[src/rtl/srxl_regs.svh]
// Purpose: Register map, field positions and timing counts of the receive lock block
// Assumes: 32-bit APB, one aligned word per register
// Notes: Bit periods are scaled so that the serial stream is sampled by clk_in
`ifndef SRXL_REGS_SVH
`define SRXL_REGS_SVH

`define SRXL_ADDR_CTRL 12'h000
`define SRXL_ADDR_STATUS 12'h004
`define SRXL_ADDR_INT_STAT 12'h008
`define SRXL_ADDR_INT_MASK 12'h00c

`define SRXL_CTRL_POLARITY 0
`define SRXL_CTRL_MUTE 1
`define SRXL_CTRL_FEC 2
`define SRXL_CTRL_ALT_REF 3
`define SRXL_CTRL_RESET 4'h0

`define SRXL_ST_SIG_LOSS 0
`define SRXL_ST_LOCK 1
`define SRXL_ST_REF_TRAINED 2
`define SRXL_ST_FREQ_OK 3

`define SRXL_EV_SIG_LOSS 0
`define SRXL_EV_LOCK_LOST 1
`define SRXL_EV_LOCK_GAINED 2
`define SRXL_INT_RESET 3'h0

// Serial bit period in clk_in cycles, standard and error-correction rate
`define SRXL_BIT_CYC_STD 4'h8
`define SRXL_BIT_CYC_FEC 4'h7
// Serial bits per reference period for the low and high reference frequency
`define SRXL_BITS_PER_REF_LO 32
`define SRXL_BITS_PER_REF_HI 16
`define SRXL_REF_TRAIN_TICKS 4'h8
`define SRXL_REF_SPACE_TOL 1
// Short window keeps relock time near 29k clocks at the high reference and error-correction rate
`define SRXL_WIN_REF_TICKS 256
`define SRXL_PPM_TOL 500
`define SRXL_FREQ_TOL_LO ((`SRXL_BITS_PER_REF_LO * `SRXL_WIN_REF_TICKS * `SRXL_PPM_TOL) / 1000000)
`define SRXL_FREQ_TOL_HI ((`SRXL_BITS_PER_REF_HI * `SRXL_WIN_REF_TICKS * `SRXL_PPM_TOL) / 1000000)

`endif

[src/rtl/srxl_pkg.sv]
// Purpose: Types shared by the receive lock and signal detect block
// Assumes: Nothing beyond the register header
// Notes: One-hot loop states
package srxl_pkg;
    typedef enum logic [2:0]
    {
        ST_REF_TRAIN = 3'b001,
        ST_REF_HOLD = 3'b010,
        ST_DATA_LOCK = 3'b100
    } srxl_state_t;
endpackage

[src/rtl/srxl_top.sv]
// Purpose: Receive clock recovery control, signal detect, mute and 4-lane deserializer
// Assumes: One clock clk_in at 250 MHz; serial data and reference arrive as pins
// Notes: Recovery is an oversampling model; the parallel clock is an output level
// Function
// - Train on reference before acquiring data
// - Deviation beyond tolerance returns loop to reference
// - Deviation fallback declares loss of lock
// - Keep supplying reference-based clock during losses
// - Inactive detect forces loss of lock, reference
// - Detect active and in tolerance relocks data
// - Loss condition is detect XOR polarity
// - Loss indicator output follows loss condition
// - Loss events reflected in status registers
// - Mute forces data zero during loss
// - Disable input zeroes data immediately, asynchronously
// - De-interleave bits onto four lanes
// - Standard and error-correction line rates supported
// - Parallel clock is recovered clock divided four
//
// Added by the designer: register access over APB and the register addresses.
`include "srxl_regs.svh"
`timescale 1ns/1ps
`default_nettype none

module srxl_top
(
    input wire logic clk_in,                 // System clock, 250 MHz
    input wire logic srst_in,                // Synchronous reset, active high
    input wire logic psel_in,                // APB select
    input wire logic penable_in,             // APB enable
    input wire logic pwrite_in,              // APB direction
    input wire logic [11:0] paddr_in,        // APB byte address
    input wire logic [31:0] pwdata_in,       // APB write data
    output logic [31:0] prdata_out,          // APB read data
    output logic pready_out,                 // APB ready
    output logic pslverr_out,                // APB error on unmapped address
    input wire logic serial_rx_in,           // Serial receive data pin
    input wire logic local_ref_clk_in,       // Local reference clock pin
    input wire logic ext_signal_detect_in,   // Signal detect from optical module
    input wire logic rx_data_disable_in,     // Parallel data disable, active high
    output logic [3:0] rx_par_data_out,      // Parallel receive word
    output logic rx_par_clk_out,             // Parallel word clock
    output logic recovery_lock_ind_out,      // Lock indicator, high when on data
    output logic sig_loss_out,               // Loss of signal indicator
    output logic irq_out                     // Level interrupt
);
    import srxl_pkg::*;

    logic ref_meta, ref_sync, ref_prev;
    logic data_meta, data_sync, data_prev;
    logic sd_meta, sd_sync;
    logic [3:0] ctrl;
    logic [2:0] int_stat;
    logic [2:0] int_mask;
    srxl_state_t state;
    srxl_state_t next_state;
    logic ref_tick, data_edge;
    logic [3:0] bit_cyc;
    logic [11:0] ref_nominal;
    logic [11:0] ref_gap;
    logic [3:0] train_cnt;
    logic ref_trained;
    logic [3:0] dphase, rphase;
    logic data_strobe, ref_strobe, bit_strobe;
    logic [10:0] win_cnt;
    logic [16:0] bit_cnt;
    logic [16:0] bit_expect;
    logic [16:0] freq_tol;
    logic win_done, freq_ok;
    logic sig_loss_cond;
    logic sig_loss_q;
    logic [1:0] lane;
    logic [3:0] shift_word;
    logic [3:0] par_word;
    logic apb_access, apb_done;
    logic addr_ok;
    logic [2:0] ev;
    logic gap_in_tol;

    // Serial, reference and detect pins pass two flops before any logic reads them
    always_ff @(posedge clk_in)
    begin
        if (srst_in)
        begin
            ref_meta <= 1'b0;
            ref_sync <= 1'b0;
            ref_prev <= 1'b0;
            data_meta <= 1'b0;
            data_sync <= 1'b0;
            data_prev <= 1'b0;
            sd_meta <= 1'b0;
            sd_sync <= 1'b0;
        end
        else
        begin
            ref_meta <= local_ref_clk_in;
            ref_sync <= ref_meta;
            ref_prev <= ref_sync;
            data_meta <= serial_rx_in;
            data_sync <= data_meta;
            data_prev <= data_sync;
            sd_meta <= ext_signal_detect_in;
            sd_sync <= sd_meta;
        end
    end

    assign ref_tick = ref_sync & ~ref_prev;
    assign data_edge = data_sync ^ data_prev;

    assign bit_cyc = ctrl[`SRXL_CTRL_FEC] ? `SRXL_BIT_CYC_FEC : `SRXL_BIT_CYC_STD;
    assign ref_nominal = ctrl[`SRXL_CTRL_ALT_REF]
        ? 12'(`SRXL_BITS_PER_REF_HI) * {8'h00, bit_cyc}
        : 12'(`SRXL_BITS_PER_REF_LO) * {8'h00, bit_cyc};
    assign bit_expect = ctrl[`SRXL_CTRL_ALT_REF]
        ? 17'(`SRXL_BITS_PER_REF_HI * `SRXL_WIN_REF_TICKS)
        : 17'(`SRXL_BITS_PER_REF_LO * `SRXL_WIN_REF_TICKS);
    assign freq_tol = ctrl[`SRXL_CTRL_ALT_REF]
        ? 17'(`SRXL_FREQ_TOL_HI)
        : 17'(`SRXL_FREQ_TOL_LO);

    assign sig_loss_cond = sd_sync ^ ctrl[`SRXL_CTRL_POLARITY];

    assign gap_in_tol = (ref_gap + 12'(`SRXL_REF_SPACE_TOL) >= ref_nominal)
        && (ref_gap <= ref_nominal + 12'(`SRXL_REF_SPACE_TOL));

    always_ff @(posedge clk_in)
    begin
        if (srst_in)
        begin
            ref_gap <= 12'h000;
            train_cnt <= 4'h0;
            ref_trained <= 1'b0;
        end
        else if (ref_tick)
        begin
            ref_gap <= 12'h001;
            if (!gap_in_tol)
            begin
                train_cnt <= 4'h0;
                ref_trained <= 1'b0;
            end
            else if (train_cnt == `SRXL_REF_TRAIN_TICKS - 4'h1)
            begin
                ref_trained <= 1'b1;
            end
            else
            begin
                train_cnt <= train_cnt + 4'h1;
            end
        end
        else if (ref_gap != 12'hfff)
        begin
            ref_gap <= ref_gap + 12'h001;
        end
    end

    // Data tracking phase realigns on every transition, strobes mid-bit
    always_ff @(posedge clk_in)
    begin
        if (srst_in)
        begin
            dphase <= 4'h0;
        end
        else if (data_edge)
        begin
            dphase <= 4'h1;
        end
        else if (dphase >= bit_cyc - 4'h1)
        begin
            dphase <= 4'h0;
        end
        else
        begin
            dphase <= dphase + 4'h1;
        end
    end

    always_ff @(posedge clk_in)
    begin
        if (srst_in)
        begin
            rphase <= 4'h0;
        end
        else if (ref_tick || rphase >= bit_cyc - 4'h1)
        begin
            rphase <= 4'h0;
        end
        else
        begin
            rphase <= rphase + 4'h1;
        end
    end

    assign data_strobe = (dphase == {1'b0, bit_cyc[3:1]}) && !data_edge;
    assign ref_strobe = (rphase == bit_cyc - 4'h1);
    // reference clock drives the word clock unless locked on data
    assign bit_strobe = (state == ST_DATA_LOCK) ? data_strobe : ref_strobe;

    // Recovered bit count over a window of reference ticks
    always_ff @(posedge clk_in)
    begin
        if (srst_in)
        begin
            win_cnt <= 11'h000;
            bit_cnt <= 17'h00000;
            freq_ok <= 1'b0;
        end
        else
        begin
            if (ref_tick && win_cnt == 11'(`SRXL_WIN_REF_TICKS - 1))
            begin
                win_cnt <= 11'h000;
                bit_cnt <= {16'h0000, data_strobe};
                freq_ok <= (bit_cnt + freq_tol >= bit_expect) && (bit_cnt <= bit_expect + freq_tol);
            end
            else
            begin
                if (ref_tick)
                begin
                    win_cnt <= win_cnt + 11'h001;
                end
                if (data_strobe && bit_cnt != 17'h1ffff)
                begin
                    bit_cnt <= bit_cnt + 17'h00001;
                end
            end
        end
    end

    assign win_done = ref_tick && (win_cnt == 11'(`SRXL_WIN_REF_TICKS - 1));

    // Loop mode selection
    always_comb
    begin
        next_state = state;
        case (state)
            ST_REF_TRAIN:
            begin
                if (ref_trained)
                begin
                    next_state = ST_REF_HOLD;
                end
            end
            ST_REF_HOLD:
            begin
                if (win_done && !sig_loss_cond && ref_trained
                    && (bit_cnt + freq_tol >= bit_expect) && (bit_cnt <= bit_expect + freq_tol))
                begin
                    next_state = ST_DATA_LOCK;
                end
            end
            ST_DATA_LOCK:
            begin
                // detect inactive falls back at once
                if (sig_loss_cond)
                begin
                    next_state = ST_REF_HOLD;
                end
                else if (win_done
                    && !((bit_cnt + freq_tol >= bit_expect) && (bit_cnt <= bit_expect + freq_tol)))
                begin
                    next_state = ST_REF_HOLD;
                end
            end
            default:
            begin
                next_state = ST_REF_TRAIN;
            end
        endcase
    end

    always_ff @(posedge clk_in)
    begin
        if (srst_in)
        begin
            state <= ST_REF_TRAIN;
        end
        else
        begin
            state <= next_state;
        end
    end

    // lock indicator low whenever off data
    always_ff @(posedge clk_in)
    begin
        if (srst_in)
        begin
            recovery_lock_ind_out <= 1'b0;
        end
        else
        begin
            recovery_lock_ind_out <= (next_state == ST_DATA_LOCK);
        end
    end

    always_ff @(posedge clk_in)
    begin
        if (srst_in)
        begin
            sig_loss_q <= 1'b0;
            sig_loss_out <= 1'b0;
        end
        else
        begin
            sig_loss_q <= sig_loss_cond;
            sig_loss_out <= sig_loss_cond;
        end
    end

    // de-interleave, earliest bit ends on lane 3
    always_ff @(posedge clk_in)
    begin
        if (srst_in)
        begin
            lane <= 2'h0;
            shift_word <= 4'h0;
        end
        else if (bit_strobe)
        begin
            shift_word <= {shift_word[2:0], data_sync};
            lane <= lane + 2'h1;
        end
    end

    // word clock: one period per four bits, rises mid-word
    always_ff @(posedge clk_in)
    begin
        if (srst_in)
        begin
            par_word <= 4'h0;
            rx_par_clk_out <= 1'b0;
        end
        else
        begin
            if (bit_strobe && lane == 2'h3)
            begin
                rx_par_clk_out <= 1'b0;
            end
            else if (bit_strobe && lane == 2'h1)
            begin
                rx_par_clk_out <= 1'b1;
            end
            // mute holds zero for the whole loss
            if (ctrl[`SRXL_CTRL_MUTE] && sig_loss_cond)
            begin
                par_word <= 4'h0;
            end
            else if (bit_strobe && lane == 2'h3)
            begin
                par_word <= {shift_word[2:0], data_sync};
            end
        end
    end

    // disable gates the pin straight through, no clock involved
    assign rx_par_data_out = par_word & {4{~rx_data_disable_in}};

    // APB slave: one wait state, read data captured into a flop
    assign apb_access = psel_in && penable_in;
    assign apb_done = apb_access && pready_out;
    assign addr_ok = (paddr_in == `SRXL_ADDR_CTRL) || (paddr_in == `SRXL_ADDR_STATUS)
        || (paddr_in == `SRXL_ADDR_INT_STAT) || (paddr_in == `SRXL_ADDR_INT_MASK);

    always_ff @(posedge clk_in)
    begin
        if (srst_in)
        begin
            pready_out <= 1'b0;
            pslverr_out <= 1'b0;
            prdata_out <= 32'h00000000;
        end
        else
        begin
            pready_out <= apb_access && !pready_out;
            pslverr_out <= apb_access && !pready_out && !addr_ok;
            prdata_out <= 32'h00000000;
            if (apb_access && !pready_out && !pwrite_in)
            begin
                case (paddr_in)
                    `SRXL_ADDR_CTRL: prdata_out <= {28'h0000000, ctrl};
                    `SRXL_ADDR_STATUS: prdata_out <= {28'h0000000, freq_ok, ref_trained,
                        recovery_lock_ind_out, sig_loss_q};
                    `SRXL_ADDR_INT_STAT: prdata_out <= {29'h00000000, int_stat};
                    `SRXL_ADDR_INT_MASK: prdata_out <= {29'h00000000, int_mask};
                    default: prdata_out <= 32'h00000000;
                endcase
            end
        end
    end

    always_ff @(posedge clk_in)
    begin
        if (srst_in)
        begin
            ctrl <= `SRXL_CTRL_RESET;
            int_mask <= `SRXL_INT_RESET;
        end
        else if (apb_done && pwrite_in)
        begin
            if (paddr_in == `SRXL_ADDR_CTRL)
            begin
                ctrl <= pwdata_in[3:0];
            end
            if (paddr_in == `SRXL_ADDR_INT_MASK)
            begin
                int_mask <= pwdata_in[2:0];
            end
        end
    end

    assign ev[`SRXL_EV_SIG_LOSS] = sig_loss_cond && !sig_loss_q;
    assign ev[`SRXL_EV_LOCK_LOST] = (state == ST_DATA_LOCK) && (next_state != ST_DATA_LOCK);
    assign ev[`SRXL_EV_LOCK_GAINED] = (state != ST_DATA_LOCK) && (next_state == ST_DATA_LOCK);

    // sticky events, set beats write-one clear
    always_ff @(posedge clk_in)
    begin
        if (srst_in)
        begin
            int_stat <= `SRXL_INT_RESET;
            irq_out <= 1'b0;
        end
        else
        begin
            if (apb_done && pwrite_in && paddr_in == `SRXL_ADDR_INT_STAT)
            begin
                int_stat <= (int_stat & ~pwdata_in[2:0]) | ev;
            end
            else
            begin
                int_stat <= int_stat | ev;
            end
            irq_out <= |(int_stat & int_mask);
        end
    end

endmodule // srxl_top

`default_nettype wire

[config.mk]
export PLATFORM = sky130hd
export DESIGN_NAME = srxl_top
export DESIGN_NICKNAME = d
export VERILOG_FILES = /design/src/rtl/srxl_pkg.sv /design/src/rtl/srxl_top.sv
export VERILOG_INCLUDE_DIRS = /design/src /design/src/rtl
export SDC_FILE = /design/constraint.sdc
export NUM_CORES = 1
export LEC_CHECK = 0
export BUFFER_PORTS_ARGS = -buffer_cell sky130_fd_sc_hd__buf_2
export CAP_MARGIN = 20
export CORE_AREA = 2 2 100 102
export DETAILED_ROUTE_END_ITERATION = 7
export DIE_AREA = 0 0 102 104
export PLACE_DENSITY = 0.84
export SYNTH_ARGS = -nofsm -noshare
export SYNTH_HDL_FRONTEND = slang
export SYNTH_SLANG_ARGS = --single-unit
[constraint.sdc]
create_clock -name clk_in -period 3.4 [get_ports clk_in]
set_input_delay 0.51 -clock clk_in [delete_from_list [all_inputs] [get_ports clk_in]]
set_output_delay 0.51 -clock clk_in [all_outputs]
set_load 0.01 [all_outputs]
==> results of run 1 <==
synthesized netlist by cell type (all sizes together), types with 3 or more instances:
cell	instances	area share, %
nor4	10	1.5
nand2b	5	0.61
nor3	22	2.4
xnor2	24	4.1
inv	27	2.0
a31oi	4	0.48
nand3	29	2.8
or3	10	1.2
or2	4	0.48
buf	35	4.9
xor2	17	2.9
nor3b	3	0.44
nor2b	22	2.7
dfxtp	94	36
a21oi	35	3.4
nor2	66	4.9
o21ai	14	1.4
a211oi	7	1.0
mux2i	14	2.7
nand4	14	2.2
ha	34	8.2
nand4b	3	0.51
and2	3	0.36
clkbuf	11	0.80
nand2	37	2.7
and3	8	0.97
nand3b	5	0.73
mux4	3	1.3
logic make-up (layout without fill, tap and decap cells):
group / Yosys count / count (layout) / share of synthesized area (%)
flip-flops: 94 / 94 / 36.4
adder cells (fa/ha/maj): 35 / 35 / 8.62
XOR/XNOR: 41 / 41 / 6.95
multiplexers: 18 / 18 / 4.24
other: 1 / 28 / 0.0726
buffers and inverters: 73 / 88 / 7.63
AO/OA/AOI/OAI: 79 / 79 / 9.90
AND/OR/NAND/NOR: 251 / 251 / 26.2
worst max-delay path: stages, from the launching register on:
cell and delay (ns):
dfxtp_1 0.46, nand4_1 0.30, or2_2 0.37, xor2_1 0.18
inv_1 0.06, ha_1 0.30, and3b_1 0.20, a2111oi_0 0.34
a31oi_1 0.13, o32a_1 0.41, nor2_1 0.16, o21ai_0 0.10
metal layers:
layer / global-route usage (%) / up-vias / wire length (um)
met5: 0 / - / 0
met4: 10.2 / 0 / 239
met3: 3.63 / 21 / 455
met2: 35.9 / 111 / 5350
met1: 23.8 / 1995 / 4420
li1: - / 2076 / -
state kept, by name, indices dropped and copies added, names as in the netlist, 2 cells and up:
name / cells
shift_word: 3
int_mask: 3
rphase: 4
ctrl: 4
dphase: 4
bit_cnt: 17
state: 3
win_cnt: 11
int_stat: 3
ref_gap: 12
prdata_out: 4
train_cnt: 4
lane: 2
par_word: 4
through the flow:
stage | setup WS (ns) | instance area, sq um
2_1_floorplan | 0.510 | 5270
3_3_place_gp | 0.367 | 5390
3_5_place_dp | 0.311 | 5390
4_1_cts | 0.292 | 5570
5_1_grt | 0.0294 | 5570
6_report | 0.279 | 5570
power by group through the flow:
stage | Combinational [W] | Sequential [W] | Clock (W)
after global placement | 0.000118 | 0.00115 | 0
after floorplan | 0.000107 | 0.00116 | 0
after global routing | 0.000139 | 0.00113 | 0.000758
after CTS | 0.000125 | 0.00113 | 0.000711
final | 0.000125 | 0.00113 | 0.000704
after detailed placement | 0.000124 | 0.00116 | 0
layout make-up:
type / count / area (sq um)
fill: 831 / 3980
clock inverter: 6 / 52.6
timing repair buffer: 45 / 243
multi-input combinational: 452 / 2990
clock buffer: 10 / 128
tap: 133 / 166
inverter: 27 / 101
sequential: 94 / 1880
how the worst max path moves through the flow:
stage / startpoint / end / slack, ns / depth (start not counted)
after floorplan: ref_gap[0] / train_cnt[3] / 0.51 / 12
after global placement: ref_gap[3] / train_cnt[3] / 0.37 / 11
after detailed placement: ref_gap[3] / train_cnt[3] / 0.31 / 11
after CTS: ref_gap[3] / train_cnt[3] / 0.29 / 11
after global routing: ref_gap[3] / train_cnt[3] / 0.03 / 11
final: ref_gap[3] / train_cnt[3] / 0.28 / 11
==> summary.txt, run 1 <==
Port Buffers - 38
synthesized area - 5170 sq um
Via Count - 4203
Initial Util - 54.1%
prevailing post-synth register cell - dfxtp_1
GRT overflow - 0
RSZ-0062 raised after global routing - false
first-pass GRT wire length - 18000 um
post_cts resized - 0
Tcrit/Tclk final - 91.8%
Worst-Skew Late Latency - 0.37 ns
fin crit period - 3.12 ns
Slew HR - 54.5%
Final ANT Viol Nets - 0
clk_skew - 0.0115 ns
Non-Filler Instances - 767
drt wl/cell - 13.6 um
Hold EP - data_meta
final setup fails - 0
HP Class - in2reg
max_cap viols - 0
Final Max Tran Viols - 0
Post-DP HPWL - 7840 um
Yosys reg bits - 94
# placed instances - 751
Die H - 104 um
commonest non-fill, non-tap cell in the layout - dfxtp_1
ys async rst share - 0%
number of buffers created by CTS - 9
Setup crit end kind - flip-flop
GPL Wtd Cong - 0.875
antenna violations before repair - 0
pin count of the biggest net entering global routing - 27
final wirelength - 10500 um
DRC - 0
hold buffer count at CTS - 0
Hold Crit Depth - 2
CP startpoint kind - flip-flop
PwrDens - 352 nW/um^2
Die W - 102 um
CP Class - reg2reg
Req. time, crit path - 3.66 ns
postcts setup bufs - 0
Clock Tree Buf Depth - 2
cell-internal power - 0.00144 W
unique cell type count in the Yosys netlist - 62
Clock Sinks - 94
Seq/Total Area, Yosys - 36.4%
Arrival @ worst endpoint - 3.38 ns
synth warn - 0
clock group share of total power - 35.9%
Worst Tran Pin Value - 0.681 ns
core outline area - 9550 sq um
vias in the first global route - 4143
Post-Route Utilization - 58.3%
Synth Instances - 592
Pleak - 2.28 nW
TritonCTS clock tree - yes
R2R setup slack - 0.28 ns
# nets final - 717
status - completed
Pre-antenna DRT Iters - 5
# IOs - 95
row count - 36
Root Driver - clkbuf_8
Avg Inst Size Synth - 8.73 sq um
area grow syn2layout - 7.70%
Max VDD drop - 0.233 mV
total track usage - 20.6%
post-DR vias/cell - 5.48
layout cells sized above 1 - 13.4%
clk slew on worst S/H paths - 0.10 ns
number of synthesized flops with an enable pin - 0
Final Power - 0.00196 W
commonest non-fill, non-tap cells in the layout - dfxtp_1, nor2_1, buf_2, nand2_1, a21oi_1
Hold Crit Start - serial_rx_in
ant diodes - 0
fmax - 0.320 GHz
Die Footprint - 10600 sq um
Hold Slack - 0.343 ns
H-tree Lvls - 3
Psw - 0.000517 W
reg-to-reg startpoint - ref_gap[3]
worst r2r path cells - 11
Setup TNS Final - 0 ns
Logic pwr share - 6.4%
Fin. Hold Viols - 0
reg-to-reg endpoint - train_cnt[3]
initial DRC count - 183
Sw Ratio - 26.4%
sequential share of power - 57.7%
worst-path fanout max - 7
No activity file was read; power rests on OpenSTA's default activity.
==> run 2, diff against run 1 <==
--- a/config.mk
+++ b/config.mk
@@ -11,7 +11,7 @@
 export CORE_AREA = 2 2 100 102
 export DETAILED_ROUTE_END_ITERATION = 7
 export DIE_AREA = 0 0 102 104
-export PLACE_DENSITY = 0.84
+export PLACE_DENSITY_LB_ADDON = 0.2
 export SYNTH_ARGS = -nofsm -noshare
 export SYNTH_HDL_FRONTEND = slang
 export SYNTH_SLANG_ARGS = --single-unit
==> run 2 against run 1 <==
Compared with the run above: critical path depth unchanged; highest routed layer unchanged; first-iteration DRC count is 38% lower; clock skew shrank 0.0045 ns; fmax up 3.0%; non-clock buffer count is 1 higher; die area stayed put.
==> summary.txt, run 2 (same netlist as run 1, synthesis figures left out) <==
# placed instances - 752 (was 751)
max_cap viols - 0 (unchanged)
Setup TNS Final - 0 ns (unchanged)
vias in the first global route - 3873 (was 4143)
Via Count - 4064 (was 4203)
Setup crit end kind - flip-flop (unchanged)
crit-path cells - nand4_1 > or2_2 > xor2_1 > inv_1 > ha_1 > and3b_1 > a2111oi_0 > a31oi_1 > o32a_1 > nor2_1 > o21ai_0 (unchanged)
Max VDD drop - 0.283 mV (was 0.233 mV)
Hold Slack - 0.348 ns (was 0.343 ns)
number of buffers created by CTS - 9 (unchanged)
GRT overflow - 0 (unchanged)
RSZ-0062 raised after global routing - false (unchanged)
commonest non-fill, non-tap cells in the layout - dfxtp_1, nor2_1, buf_2, nand2_1, a21oi_1 (unchanged)
first-pass GRT wire length - 16900 um (was 18000 um)
Pre-antenna DRT Iters - 5 (unchanged)
Largest register FFs - 17 (unchanged)
Worst Tran Pin Value - 0.675 ns (was 0.681 ns)
biggest regs - bit_cnt (17), ref_gap (12), win_cnt (11) (unchanged)
TritonCTS clock tree - yes (unchanged)
reg-to-reg endpoint - train_cnt[3] (unchanged)
pin count of the biggest net entering global routing - 35 (was 27)
drt wl/cell - 12.6 um (was 13.6 um)
Hold Crit Depth - 2 (unchanged)
area grow syn2layout - 7.99% (was 7.70%)
Slew HR - 54.9% (was 54.5%)
final setup fails - 0 (unchanged)
slowest CP cell - a2111oi_0 (was dfxtp_1)
Worst-Skew Late Latency - 0.37 ns (about the same)
Clock Sinks - 94 (unchanged)
post-DR vias/cell - 5.30 (was 5.48)
Port Buffers - 38 (unchanged)
clk_skew - 0.00700 ns (was 0.0115 ns)
commonest non-fill, non-tap cell in the layout - dfxtp_1 (unchanged)
Pleak - 2.29 nW (was 2.28 nW)
Die W - 102 um (unchanged)
worst r2r path cells - 11 (unchanged)
Initial Util - 54.1% (unchanged)
layout cells sized above 1 - 13.6% (was 13.4%)
worst-path fanout max - 7 (unchanged)
total track usage - 19.3% (was 20.6%)
clk slew on worst S/H paths - 0.08 ns (was 0.10 ns)
HP Class - in2reg (unchanged)
CP startpoint kind - flip-flop (unchanged)
PwrDens - 353 nW/um^2 (was 352 nW/um^2)
row count - 36 (unchanged)
setup ws final - 0.369 ns (was 0.279 ns)
CP Class - reg2reg (unchanged)
Non-Filler Instances - 767 (unchanged)
Post-Route Utilization - 58.5% (was 58.3%)
max incr delay on CP - 0.46 ns (about the same)
Die H - 104 um (unchanged)
pre-CTS WS - 0.359 ns (was 0.311 ns)
hold buffer count at CTS - 0 (unchanged)
antenna violations before repair - 0 (unchanged)
Arrival @ worst endpoint - 3.29 ns (was 3.38 ns)
core outline area - 9550 sq um (unchanged)
R2R setup slack - 0.37 ns (was 0.28 ns)
Fin. Hold Viols - 0 (unchanged)
fmax - 0.330 GHz (was 0.320 GHz)
GPL Wtd Cong - 0.808 (was 0.875)
Clock Tree Buf Depth - 2 (unchanged)
Hold EP - ref_meta (was data_meta)
Post-DP HPWL - 7220 um (was 7840 um)
Die Footprint - 10600 sq um (unchanged)
Top reg by flops - bit_cnt (unchanged)
DRC - 0 (unchanged)
status - completed (unchanged)
fin crit period - 3.03 ns (was 3.12 ns)
final wirelength - 9640 um (was 10500 um)
reg-to-reg startpoint - ref_gap[3] (unchanged)
ant diodes - 0 (unchanged)
initial DRC count - 114 (was 183)
# IOs - 95 (unchanged)
H-tree Lvls - 3 (unchanged)
post_cts resized - 0 (unchanged)
Tcrit/Tclk final - 89.1% (was 91.8%)
# nets final - 718 (was 717)
Root Driver - clkbuf_8 (unchanged)
Req. time, crit path - 3.65 ns (was 3.66 ns)
Final ANT Viol Nets - 0 (unchanged)
postcts setup bufs - 0 (unchanged)
Final Max Tran Viols - 0 (unchanged)
Hold Crit Start - local_ref_clk_in (was serial_rx_in)
-- run 2: cell types whose count changed in the layout (fill, tap and decap cells not counted), sizes merged --
cell / delta
buf: +1
bufinv: +1
clkbuf: -1
clkinv: +2
inv: -3
-- run 2: cell type report --
type,instances,area (sq um)
Multi-Input combinational cell,452,2990
Clock inverter,6,63.8
Sequential cell,94,1880
Fill cell,890,3970
Inverter,27,101
Clock buffer,9,124
Tap cell,133,166
Timing Repair Buffer,46,250
-- run 2: how the worst max path moves through the flow --
stage | depth (start not counted) | slack, ns | from | endpoint
2_1_floorplan | 12 | 0.51 | ref_gap[0] | train_cnt[3]
3_3_place_gp | 11 | 0.46 | ref_gap[3] | train_cnt[3]
3_5_place_dp | 11 | 0.36 | ref_gap[3] | train_cnt[3]
4_1_cts | 11 | 0.35 | ref_gap[3] | train_cnt[3]
5_1_grt | 11 | 0.17 | ref_gap[3] | train_cnt[2]
6_report | 11 | 0.37 | ref_gap[3] | train_cnt[3]
-- run 2: worst max-delay path, delay by kind of cell (launching register included) --
kind	cells	cell delay, ns
adder cells (fa/ha/maj)	1	0.30
flip-flops	1	0.44
AND/OR/NAND/NOR	4	0.81
XOR/XNOR	1	0.18
AO/OA/AOI/OAI	4	1.13
buffers and inverters	1	0.07
-- run 2: through the flow --
step / cell area [sq um] / total power (W)
floorplan: 5270 / 0.00126
detailed placement: 5390 / 0.00128
global route: 5580 / 0.00207
CTS: 5580 / 0.00200
finish: 5580 / 0.00197
global placement: 5390 / 0.00127
-- run 2: report_power, final --
| part | switching (W) | internal [W] |
|---|---|---|
| logic | 0.0000753 | 0.0000467 |
| registers | 0.0000137 | 0.00112 |
| clock network | 0.000382 | 0.000334 |
| total | 0.000471 | 0.00150 |
-- run 2: routing by layer --
metal | global-route usage [%] | vias up | part of all wire (%)
li1 | - | 2083 | -
met1 | 25.1 | 1904 | 48
met2 | 32.0 | 65 | 47
met3 | 4.30 | 12 | 3.8
met4 | 4.95 | 0 | 1.3
met5 | 0 | - | 0
